===== src/hdl/bsctp_defines.svh =====
// Purpose: constants for the boundary-scan test port
// Assumes: 4-bit instruction register, 32-bit identification register
// Notes:   identification value is arbitrary
`ifndef BSCTP_DEFINES_SVH
`define BSCTP_DEFINES_SVH
`define BSCTP_IR_WIDTH      4
`define BSCTP_ID_WIDTH      32
`define BSCTP_IR_CAPTURE    4'h1
`define BSCTP_INSN_IDCODE   4'h2
`define BSCTP_INSN_BYPASS   4'hf
`define BSCTP_ID_VALUE      32'h0000_0001
`define BSCTP_RESET_TMS_CNT 5
// idle pin levels {TRST_N, TDI, TMS, TCK}: pulled-up pins high, TCK low
`define BSCTP_PIN_IDLE      4'he
`endif


===== src/hdl/bsctp_pkg.sv =====
// Purpose: types for the boundary-scan test port
// Assumes: nothing
// Notes:   one-hot state codes
package bsctp_pkg;
  typedef enum logic [15:0] {
    ST_RESET  = 16'h0001,
    ST_IDLE   = 16'h0002,
    ST_SELDR  = 16'h0004,
    ST_CAPDR  = 16'h0008,
    ST_SHDR   = 16'h0010,
    ST_EX1DR  = 16'h0020,
    ST_PAUSDR = 16'h0040,
    ST_EX2DR  = 16'h0080,
    ST_UPDR   = 16'h0100,
    ST_SELIR  = 16'h0200,
    ST_CAPIR  = 16'h0400,
    ST_SHIR   = 16'h0800,
    ST_EX1IR  = 16'h1000,
    ST_PAUSIR = 16'h2000,
    ST_EX2IR  = 16'h4000,
    ST_UPIR   = 16'h8000
  } bsctp_state_t;
endpackage


===== src/hdl/bsctp_port.sv =====
// Purpose: boundary-scan test access port, sampled on MCLK
// Assumes: TCK slow against MCLK; pull-ups modelled as inputs read high when floating
// Notes:   controller does not reset at power-up; FIFO output gate follows
`timescale 1ns/10ps
`default_nettype none
`include "bsctp_defines.svh"

// Notes on behaviour
// - TMS and TDI captured on rising TCK; all test logic but test reset synchronous to TCK.
// - test outputs, TDO included, change only on falling TCK, except TDO_OE, which test reset drops at once.
// - TDI shifts on rising TCK into selected instruction, identification or bypass register.
// - TDO shifts out the selected register on falling TCK.
// - TDO driven only in SHIFT-DR or SHIFT-IR, otherwise released.
// - TMS steers the controller through its states.
// - test reset input resets the controller without any TCK edge.
// - no power-up reset; reset by test reset or five TCKs of TMS high.
// - FIFO data outputs stay released until the controller has been reset.
// - TDI, TMS and test reset read high when unconnected.
module bsctp_port
  import bsctp_pkg::*;
(
  // clock and reset
  input  wire logic MCLK,
  input  wire logic RESETN,
  // scan pins
  input  wire logic TCK,
  input  wire logic TMS,
  input  wire logic TDI,
  input  wire logic TRST_N,
  output logic      TDO,
  output logic      TDO_OE,
  // fifo output gate
  output logic      FIFO_OUT_ENABLE
);

  // two-flop synchronisers, one per pin; first stage read only by second
  // reset to idle pin levels, else a false test reset follows RESETN
  localparam logic [3:0] pin_idle = `BSCTP_PIN_IDLE;
  logic [3:0] pins;
  logic [3:0] sync;
  logic       tck_d;

  assign pins = {TRST_N, TDI, TMS, TCK};

  for (genvar gi = 0; gi < 4; gi++) begin : g_sync
    logic meta;
    logic hold;
    always_ff @(posedge MCLK) begin
      if (!RESETN) begin
        meta <= pin_idle[gi];
        hold <= pin_idle[gi];
      end else begin
        meta <= pins[gi];
        hold <= meta;
      end
    end
    assign sync[gi] = hold;
  end

  // edge flop after the second stage
  always_ff @(posedge MCLK) begin
    if (!RESETN) begin
      tck_d <= 1'b0;
    end else begin
      tck_d <= sync[0];
    end
  end

  // tck phases under two MCLK periods may be missed;
  // every pin is seen two MCLK late, and TDO, registered once more, lags by three

  logic tck_rise;
  logic tck_fall;
  logic tms_s;
  logic tdi_s;
  logic trst_act;
  assign tck_rise = sync[0] & ~tck_d;
  assign tck_fall = ~sync[0] & tck_d;
  // unconnected pins float high, so these read as 1
  assign tms_s    = sync[1];
  assign tdi_s    = sync[2];
  // reset acts at once, no tck edge needed; RESETN is power-up only
  assign trst_act = ~sync[3];

  // controller state; power-up leaves it unreset
  bsctp_state_t state;
  bsctp_state_t next_state;
  logic         been_reset;

  always_comb begin
    case (state)
      ST_RESET:  next_state = tms_s ? ST_RESET  : ST_IDLE;
      ST_IDLE:   next_state = tms_s ? ST_SELDR  : ST_IDLE;
      ST_SELDR:  next_state = tms_s ? ST_SELIR  : ST_CAPDR;
      ST_CAPDR:  next_state = tms_s ? ST_EX1DR  : ST_SHDR;
      ST_SHDR:   next_state = tms_s ? ST_EX1DR  : ST_SHDR;
      ST_EX1DR:  next_state = tms_s ? ST_UPDR   : ST_PAUSDR;
      ST_PAUSDR: next_state = tms_s ? ST_EX2DR  : ST_PAUSDR;
      ST_EX2DR:  next_state = tms_s ? ST_UPDR   : ST_SHDR;
      ST_UPDR:   next_state = tms_s ? ST_SELDR  : ST_IDLE;
      ST_SELIR:  next_state = tms_s ? ST_RESET  : ST_CAPIR;
      ST_CAPIR:  next_state = tms_s ? ST_EX1IR  : ST_SHIR;
      ST_SHIR:   next_state = tms_s ? ST_EX1IR  : ST_SHIR;
      ST_EX1IR:  next_state = tms_s ? ST_UPIR   : ST_PAUSIR;
      ST_PAUSIR: next_state = tms_s ? ST_EX2IR  : ST_PAUSIR;
      ST_EX2IR:  next_state = tms_s ? ST_UPIR   : ST_SHIR;
      ST_UPIR:   next_state = tms_s ? ST_SELDR  : ST_IDLE;
      default:   next_state = ST_RESET;
    endcase
  end

  // five tck with tms high always reach ST_RESET from any state
  always_ff @(posedge MCLK) begin
    if (!RESETN) begin
      state <= ST_IDLE;
    end else if (trst_act) begin
      state <= ST_RESET;
    end else if (tck_rise) begin
      state <= next_state;
    end
  end

  // fifo outputs released until the controller has seen a reset
  always_ff @(posedge MCLK) begin
    if (!RESETN) begin
      been_reset <= 1'b0;
    end else if (trst_act || state == ST_RESET) begin
      been_reset <= 1'b1;
    end
  end

  always_ff @(posedge MCLK) begin
    if (!RESETN) begin
      FIFO_OUT_ENABLE <= 1'b0;
    end else begin
      FIFO_OUT_ENABLE <= been_reset;
    end
  end

  // instruction register and shadow
  logic [`BSCTP_IR_WIDTH-1:0] ir_shift;
  logic [`BSCTP_IR_WIDTH-1:0] ir;
  logic [`BSCTP_ID_WIDTH-1:0] id_shift;
  logic                       byp;
  logic                       sel_id;

  assign sel_id = (ir == `BSCTP_INSN_IDCODE);

  always_ff @(posedge MCLK) begin
    if (!RESETN) begin
      ir_shift <= `BSCTP_IR_CAPTURE;
    end else if (tck_rise) begin
      if (state == ST_CAPIR) begin
        ir_shift <= `BSCTP_IR_CAPTURE;
      end else if (state == ST_SHIR) begin
        ir_shift <= {tdi_s, ir_shift[`BSCTP_IR_WIDTH-1:1]};
      end
    end
  end

  // update on falling tck keeps the old instruction for the whole scan
  always_ff @(posedge MCLK) begin
    if (!RESETN) begin
      ir <= `BSCTP_INSN_IDCODE;
    end else if (trst_act || state == ST_RESET) begin
      ir <= `BSCTP_INSN_IDCODE;
    end else if (tck_fall && state == ST_UPIR) begin
      ir <= ir_shift;
    end
  end

  // data registers: identification or bypass, others fall to bypass
  always_ff @(posedge MCLK) begin
    if (!RESETN) begin
      id_shift <= `BSCTP_ID_VALUE;
      byp      <= 1'b0;
    end else if (tck_rise) begin
      if (state == ST_CAPDR) begin
        id_shift <= `BSCTP_ID_VALUE;
        byp      <= 1'b0;
      end else if (state == ST_SHDR) begin
        if (sel_id) begin
          id_shift <= {tdi_s, id_shift[`BSCTP_ID_WIDTH-1:1]};
        end else begin
          byp <= tdi_s;
        end
      end
    end
  end

  // what the next tck fall puts on the pin
  logic next_tdo;
  logic next_tdo_oe;

  always_comb begin
    next_tdo_oe = (state == ST_SHDR) || (state == ST_SHIR);
    if (state == ST_SHIR) begin
      next_tdo = ir_shift[0];
    end else if (sel_id) begin
      next_tdo = id_shift[0];
    end else begin
      next_tdo = byp;
    end
  end

  // tdo moves only on falling tck; its enable also drops at once on test reset
  always_ff @(posedge MCLK) begin
    if (!RESETN) begin
      TDO    <= 1'b0;
      TDO_OE <= 1'b0;
    end else if (trst_act) begin
      TDO_OE <= 1'b0;
    end else if (tck_fall) begin
      TDO_OE <= next_tdo_oe;
      TDO    <= next_tdo;
    end
  end

endmodule
`default_nettype wire


===== config.mk =====
export PLATFORM = sky130hd
export DESIGN_NAME = bsctp_port
export DESIGN_NICKNAME = d
export VERILOG_FILES = /design/src/hdl/bsctp_pkg.sv /design/src/hdl/bsctp_port.sv
export VERILOG_INCLUDE_DIRS = /design/src /design/src/hdl
export SDC_FILE = /design/constraint.sdc
export NUM_CORES = 1
export LEC_CHECK = 0
export ABC_AREA = 1
export BUFFER_PORTS_ARGS = -buffer_cell sky130_fd_sc_hd__buf_2
export CORE_ASPECT_RATIO = 0.9
export CORE_MARGIN = 5
export CORE_UTILIZATION = 55
export CTS_BUF_LIST = sky130_fd_sc_hd__clkbuf_8 sky130_fd_sc_hd__clkbuf_16
export CTS_CLUSTER_DIAMETER = 120
export DETAILED_ROUTE_END_ITERATION = 10
export PLACE_DENSITY = 0.83
export SYNTH_ARGS = -nofsm -noshare
export SYNTH_HDL_FRONTEND = slang
export SYNTH_SLANG_ARGS = --single-unit

===== constraint.sdc =====
create_clock -name MCLK -period 1.4 [get_ports MCLK]
set_input_delay 0.07 -clock MCLK [delete_from_list [all_inputs] [get_ports MCLK]]
set_output_delay 0.07 -clock MCLK [all_outputs]
set_load 0.03 [all_outputs]

==> flow_summary.toml <==
[logic_synthesis]
post_synth.cell_area_avg_um2 = 7.33
ys_seq_area_frac = 0.457
nets_in_the_synthesized_netlist = 424
synth_area_um2 = 3060
postSynthCellCount = 418
synth-seq-cells = 70
synth.lib_cells_used.distinct = 30
synth_largest_type_area_fraction = 0.457
post-synth-top-area-cell = "sky130_fd_sc_hd__dfxtp_1"
yosys-top-cells-area = "sky130_fd_sc_hd__dfxtp_1, sky130_fd_sc_hd__nand2_1, sky130_fd_sc_hd__a21oi_1, sky130_fd_sc_hd__nor2_1, sky130_fd_sc_hd__nand3_1"
synth_warnings = 0

[clocking]
clock_tree_from_tritoncts = "built"
max-clock-path-buffers = 2
clock_sinks = 70
cts-buffers-inserted = 9
cts-htree-levels = 3
cts.clk_slew.worst_paths_ns = 0.08
root_buffer = "sky130_fd_sc_hd__clkbuf_8"
latest_clock_arrival_within_the_worst_skew_pair_ns = 0.36

[place]
routabilityCongestion = 0.892
post_dp_cell_area_um2 = 3500
dp.final_hpwl_um = 4730
port-buffer-count = 8

[setup_path]
worstSetupPathType = "reg2reg"
critical_path_peak_fanout = 8
cpMaxStageDelayCell = "sky130_fd_sc_hd__dfxtp_2"
critical_path.max_stage_delay_ns = 0.35
crit_path_end_kind = "register"
critical_path.top_delay_family = "simple AND/OR/NAND/NOR gates"
worst_ep_required_time_ns = 1.69
setup.reg_to_reg.worst_slack_ns = -0.39
timing.critical_path.arrival_ns = 2.08
nature_of_the_critical_path_startpoint = "register"
cp.buffers_inverters = 1
worst_path_most_repeated_cell = "sky130_fd_sc_hd__nand2_4"
ordered_cell_list_for_the_critical_path = "nor2_4 > nand2_4 > nor2_8 > nand3_4 > nand2_4 > nand2_4 > nor2_4 > clkbuf_16 > nand2_2 > a21oi_2"

[power_and_ir_drop]
p_int_uw = 2750
power_density_nw_per_um2 = 856
portion_of_total_power_attributed_to_sequential_cells = 0.541
irDropWorstVdd_v = 0.00104
p_leak_uw = 0.00176
share_clk_of_total_power = 0.382
total_switching_power_uw = 997
pwr-share-comb = 0.077
p_sw_frac = 0.266

[finish]
layout_common_cells = "sky130_fd_sc_hd__nand2_1, sky130_fd_sc_hd__dfxtp_1, sky130_fd_sc_hd__buf_4"
layout-area-overhead-vs-synth_pct = 42.8
fin_area_um2 = 4380
design.final.nets = 491
diodes = 0
layout_commonest_cell = "sky130_fd_sc_hd__nand2_1"
drive_gt1_frac = 0.456

[detailed_routing]
post_drt_wl_per_cell_um = 17.9
drtIter0Drc = 265
wirelength_um = 9930
route.detailed.vias_per_inst = 5.84
vias = 3248
ant_nets = 0
number_of_design_rule_violations_left_after_detail_routing = 0
drt_pass1_iterations = 5

[worst_hold_path]
hold_class = "in2reg"

[floorplanning]
placement_rows = 25
num_io_pins = 9
die_width_um = 88.7
initial_utilization = 0.576
design.core.area_um2 = 5320
floorplan.die_area_um2 = 7170
fp.dieH_um = 80.8

[sta]
worst_clock_skew_ns = 0.0135
finalSetupTns_ns = -14.01
timing.final.crit_share = 1.28
fmaxAchievable_mhz = 558
finalHoldViolations = 0
grt_setup_unrepaired = "yes"
final_setup_viols = 57
worstMarginPinSlew_ns = 0.685
layout_min_cycle_time_ns = 1.79
relSlewSlack = 0.543
final_max_slew_viol_count = 0
setup_ws_ns = -0.392

[global_routing]
gr-total-overflow = 0
grt_max_degree = 32
number_of_global_route_vias_before_repair = 2670
initial_antenna_violation_count = 0
globalRouteTotalUtil = 0.218
grt_first_pass_wirelength_um = 11900

[outcome]
failed_checks = "setup timing"
result_of_the_run = "finished with violations"

[job]
max_cap_violations = 0
[routing by layer]
metal,vias to the layer above,share of wire,global-route usage
li1,1466,-,-
met4,0,0.040,0.0891
met3,46,0.070,0.0781
met1,1550,0.39,0.273
met5,-,0,0
met2,186,0.50,0.340
[worst reg2reg max path, cell delays in order, from the launching register on]
cell and delay [ns]:
sky130_fd_sc_hd__dfxtp_2 0.35, sky130_fd_sc_hd__nor2_4 0.15, sky130_fd_sc_hd__nand2_4 0.10, sky130_fd_sc_hd__nor2_8 0.17, sky130_fd_sc_hd__nand3_4 0.10, sky130_fd_sc_hd__nand2_4 0.11
sky130_fd_sc_hd__nand2_4 0.06, sky130_fd_sc_hd__nor2_4 0.26, sky130_fd_sc_hd__clkbuf_16 0.22, sky130_fd_sc_hd__nand2_2 0.06, sky130_fd_sc_hd__a21oi_2 0.15
[synth_stat cells (all sizes together)]
| library cell | n |
|---|---|
| or2 | 6 |
| nand2 | 141 |
| and2 | 1 |
| buf | 7 |
| a21oi | 57 |
| clkinv | 3 |
| nand3 | 24 |
| o2111ai | 1 |
| mux2 | 1 |
| nor2 | 45 |
| dfxtp | 70 |
| clkbuf | 7 |
| nand3b | 5 |
| o21ai | 10 |
| inv | 33 |
| o211ai | 3 |
| nor3 | 3 |
| and3 | 1 |
[cell families after synthesis]
family	count (synthesis)	share of synthesized area
and+or+nand+nor	226	0.341
buffers and inverters	50	0.0759
DFF	70	0.457
AOI/OAI and AO/OA	71	0.122
muxes	1	0.00367
[final cells by class]
class / instances / area, µm²
Clock buffer: 9 / 124
Clock inverter: 6 / 38.8
Fill cell: 281 / 942
Inverter: 36 / 144
Multi-Input combinational cell: 299 / 1940
Sequential cell: 70 / 1420
Tap cell: 67 / 83.8
Timing Repair Buffer: 69 / 627
[metrics by stage]
| stage | total power [µW] | instances | utilization | hold WS [ns] | setup slack, ns |
|---|---|---|---|---|---|
| 6_report | 3750 | 556 | 0.823 | 0.0954 | -0.392 |
| 3_3_place_gp | 2260 | 522 | 0.657 | 0.256 | -0.146 |
| 2_1_floorplan | 2180 | 418 | - | 0.168 | -0.0591 |
| 5_1_grt | 3880 | 556 | 0.823 | 0.104 | -0.465 |
| 4_1_cts | 3670 | 543 | 0.701 | 0.0879 | -0.227 |
| 3_5_place_dp | 2260 | 522 | 0.657 | 0.258 | -0.179 |
[power by group through the flow]
stage	Combinational, µW	Clock, µW	Sequential (µW)
floorplan	108	0	2070
global placement	187	0	2070
detailed placement	192	0	2070
CTS	211	1430	2020
global route	305	1550	2030
finish	288	1430	2030
[state kept, by name, indices dropped and copies added (netlist names)]
signal	flops
id_shift	32
state	16
g_sync.hold	4
g_sync.meta	4
ir	4
ir_shift	4
FIFO_OUT_ENABLE	1
TDO	1
TDO_OE	1
been_reset	1
byp	1
tck_d	1
[path summary, 6_finish.rpt]
check                  from        endpoint  cells past startpoint
max               state[11]    id_shift[17]                     10
min                  RESETN     id_shift[0]                      3
max reg2reg       state[11]    id_shift[17]                     10
min reg2reg  g_sync[2].meta  g_sync[2].hold                      1
[what timing repair did]
item	4_1_cts	5_1_grt
hold buffers	4	0
setup buffers	2	11
endpoints found under the setup margin	51	58
resized for setup	4	137
cloned	0	4
pin swaps	2	63
endpoints found under the hold margin	4	0
No activity file was read; power rests on OpenSTA's default activity.
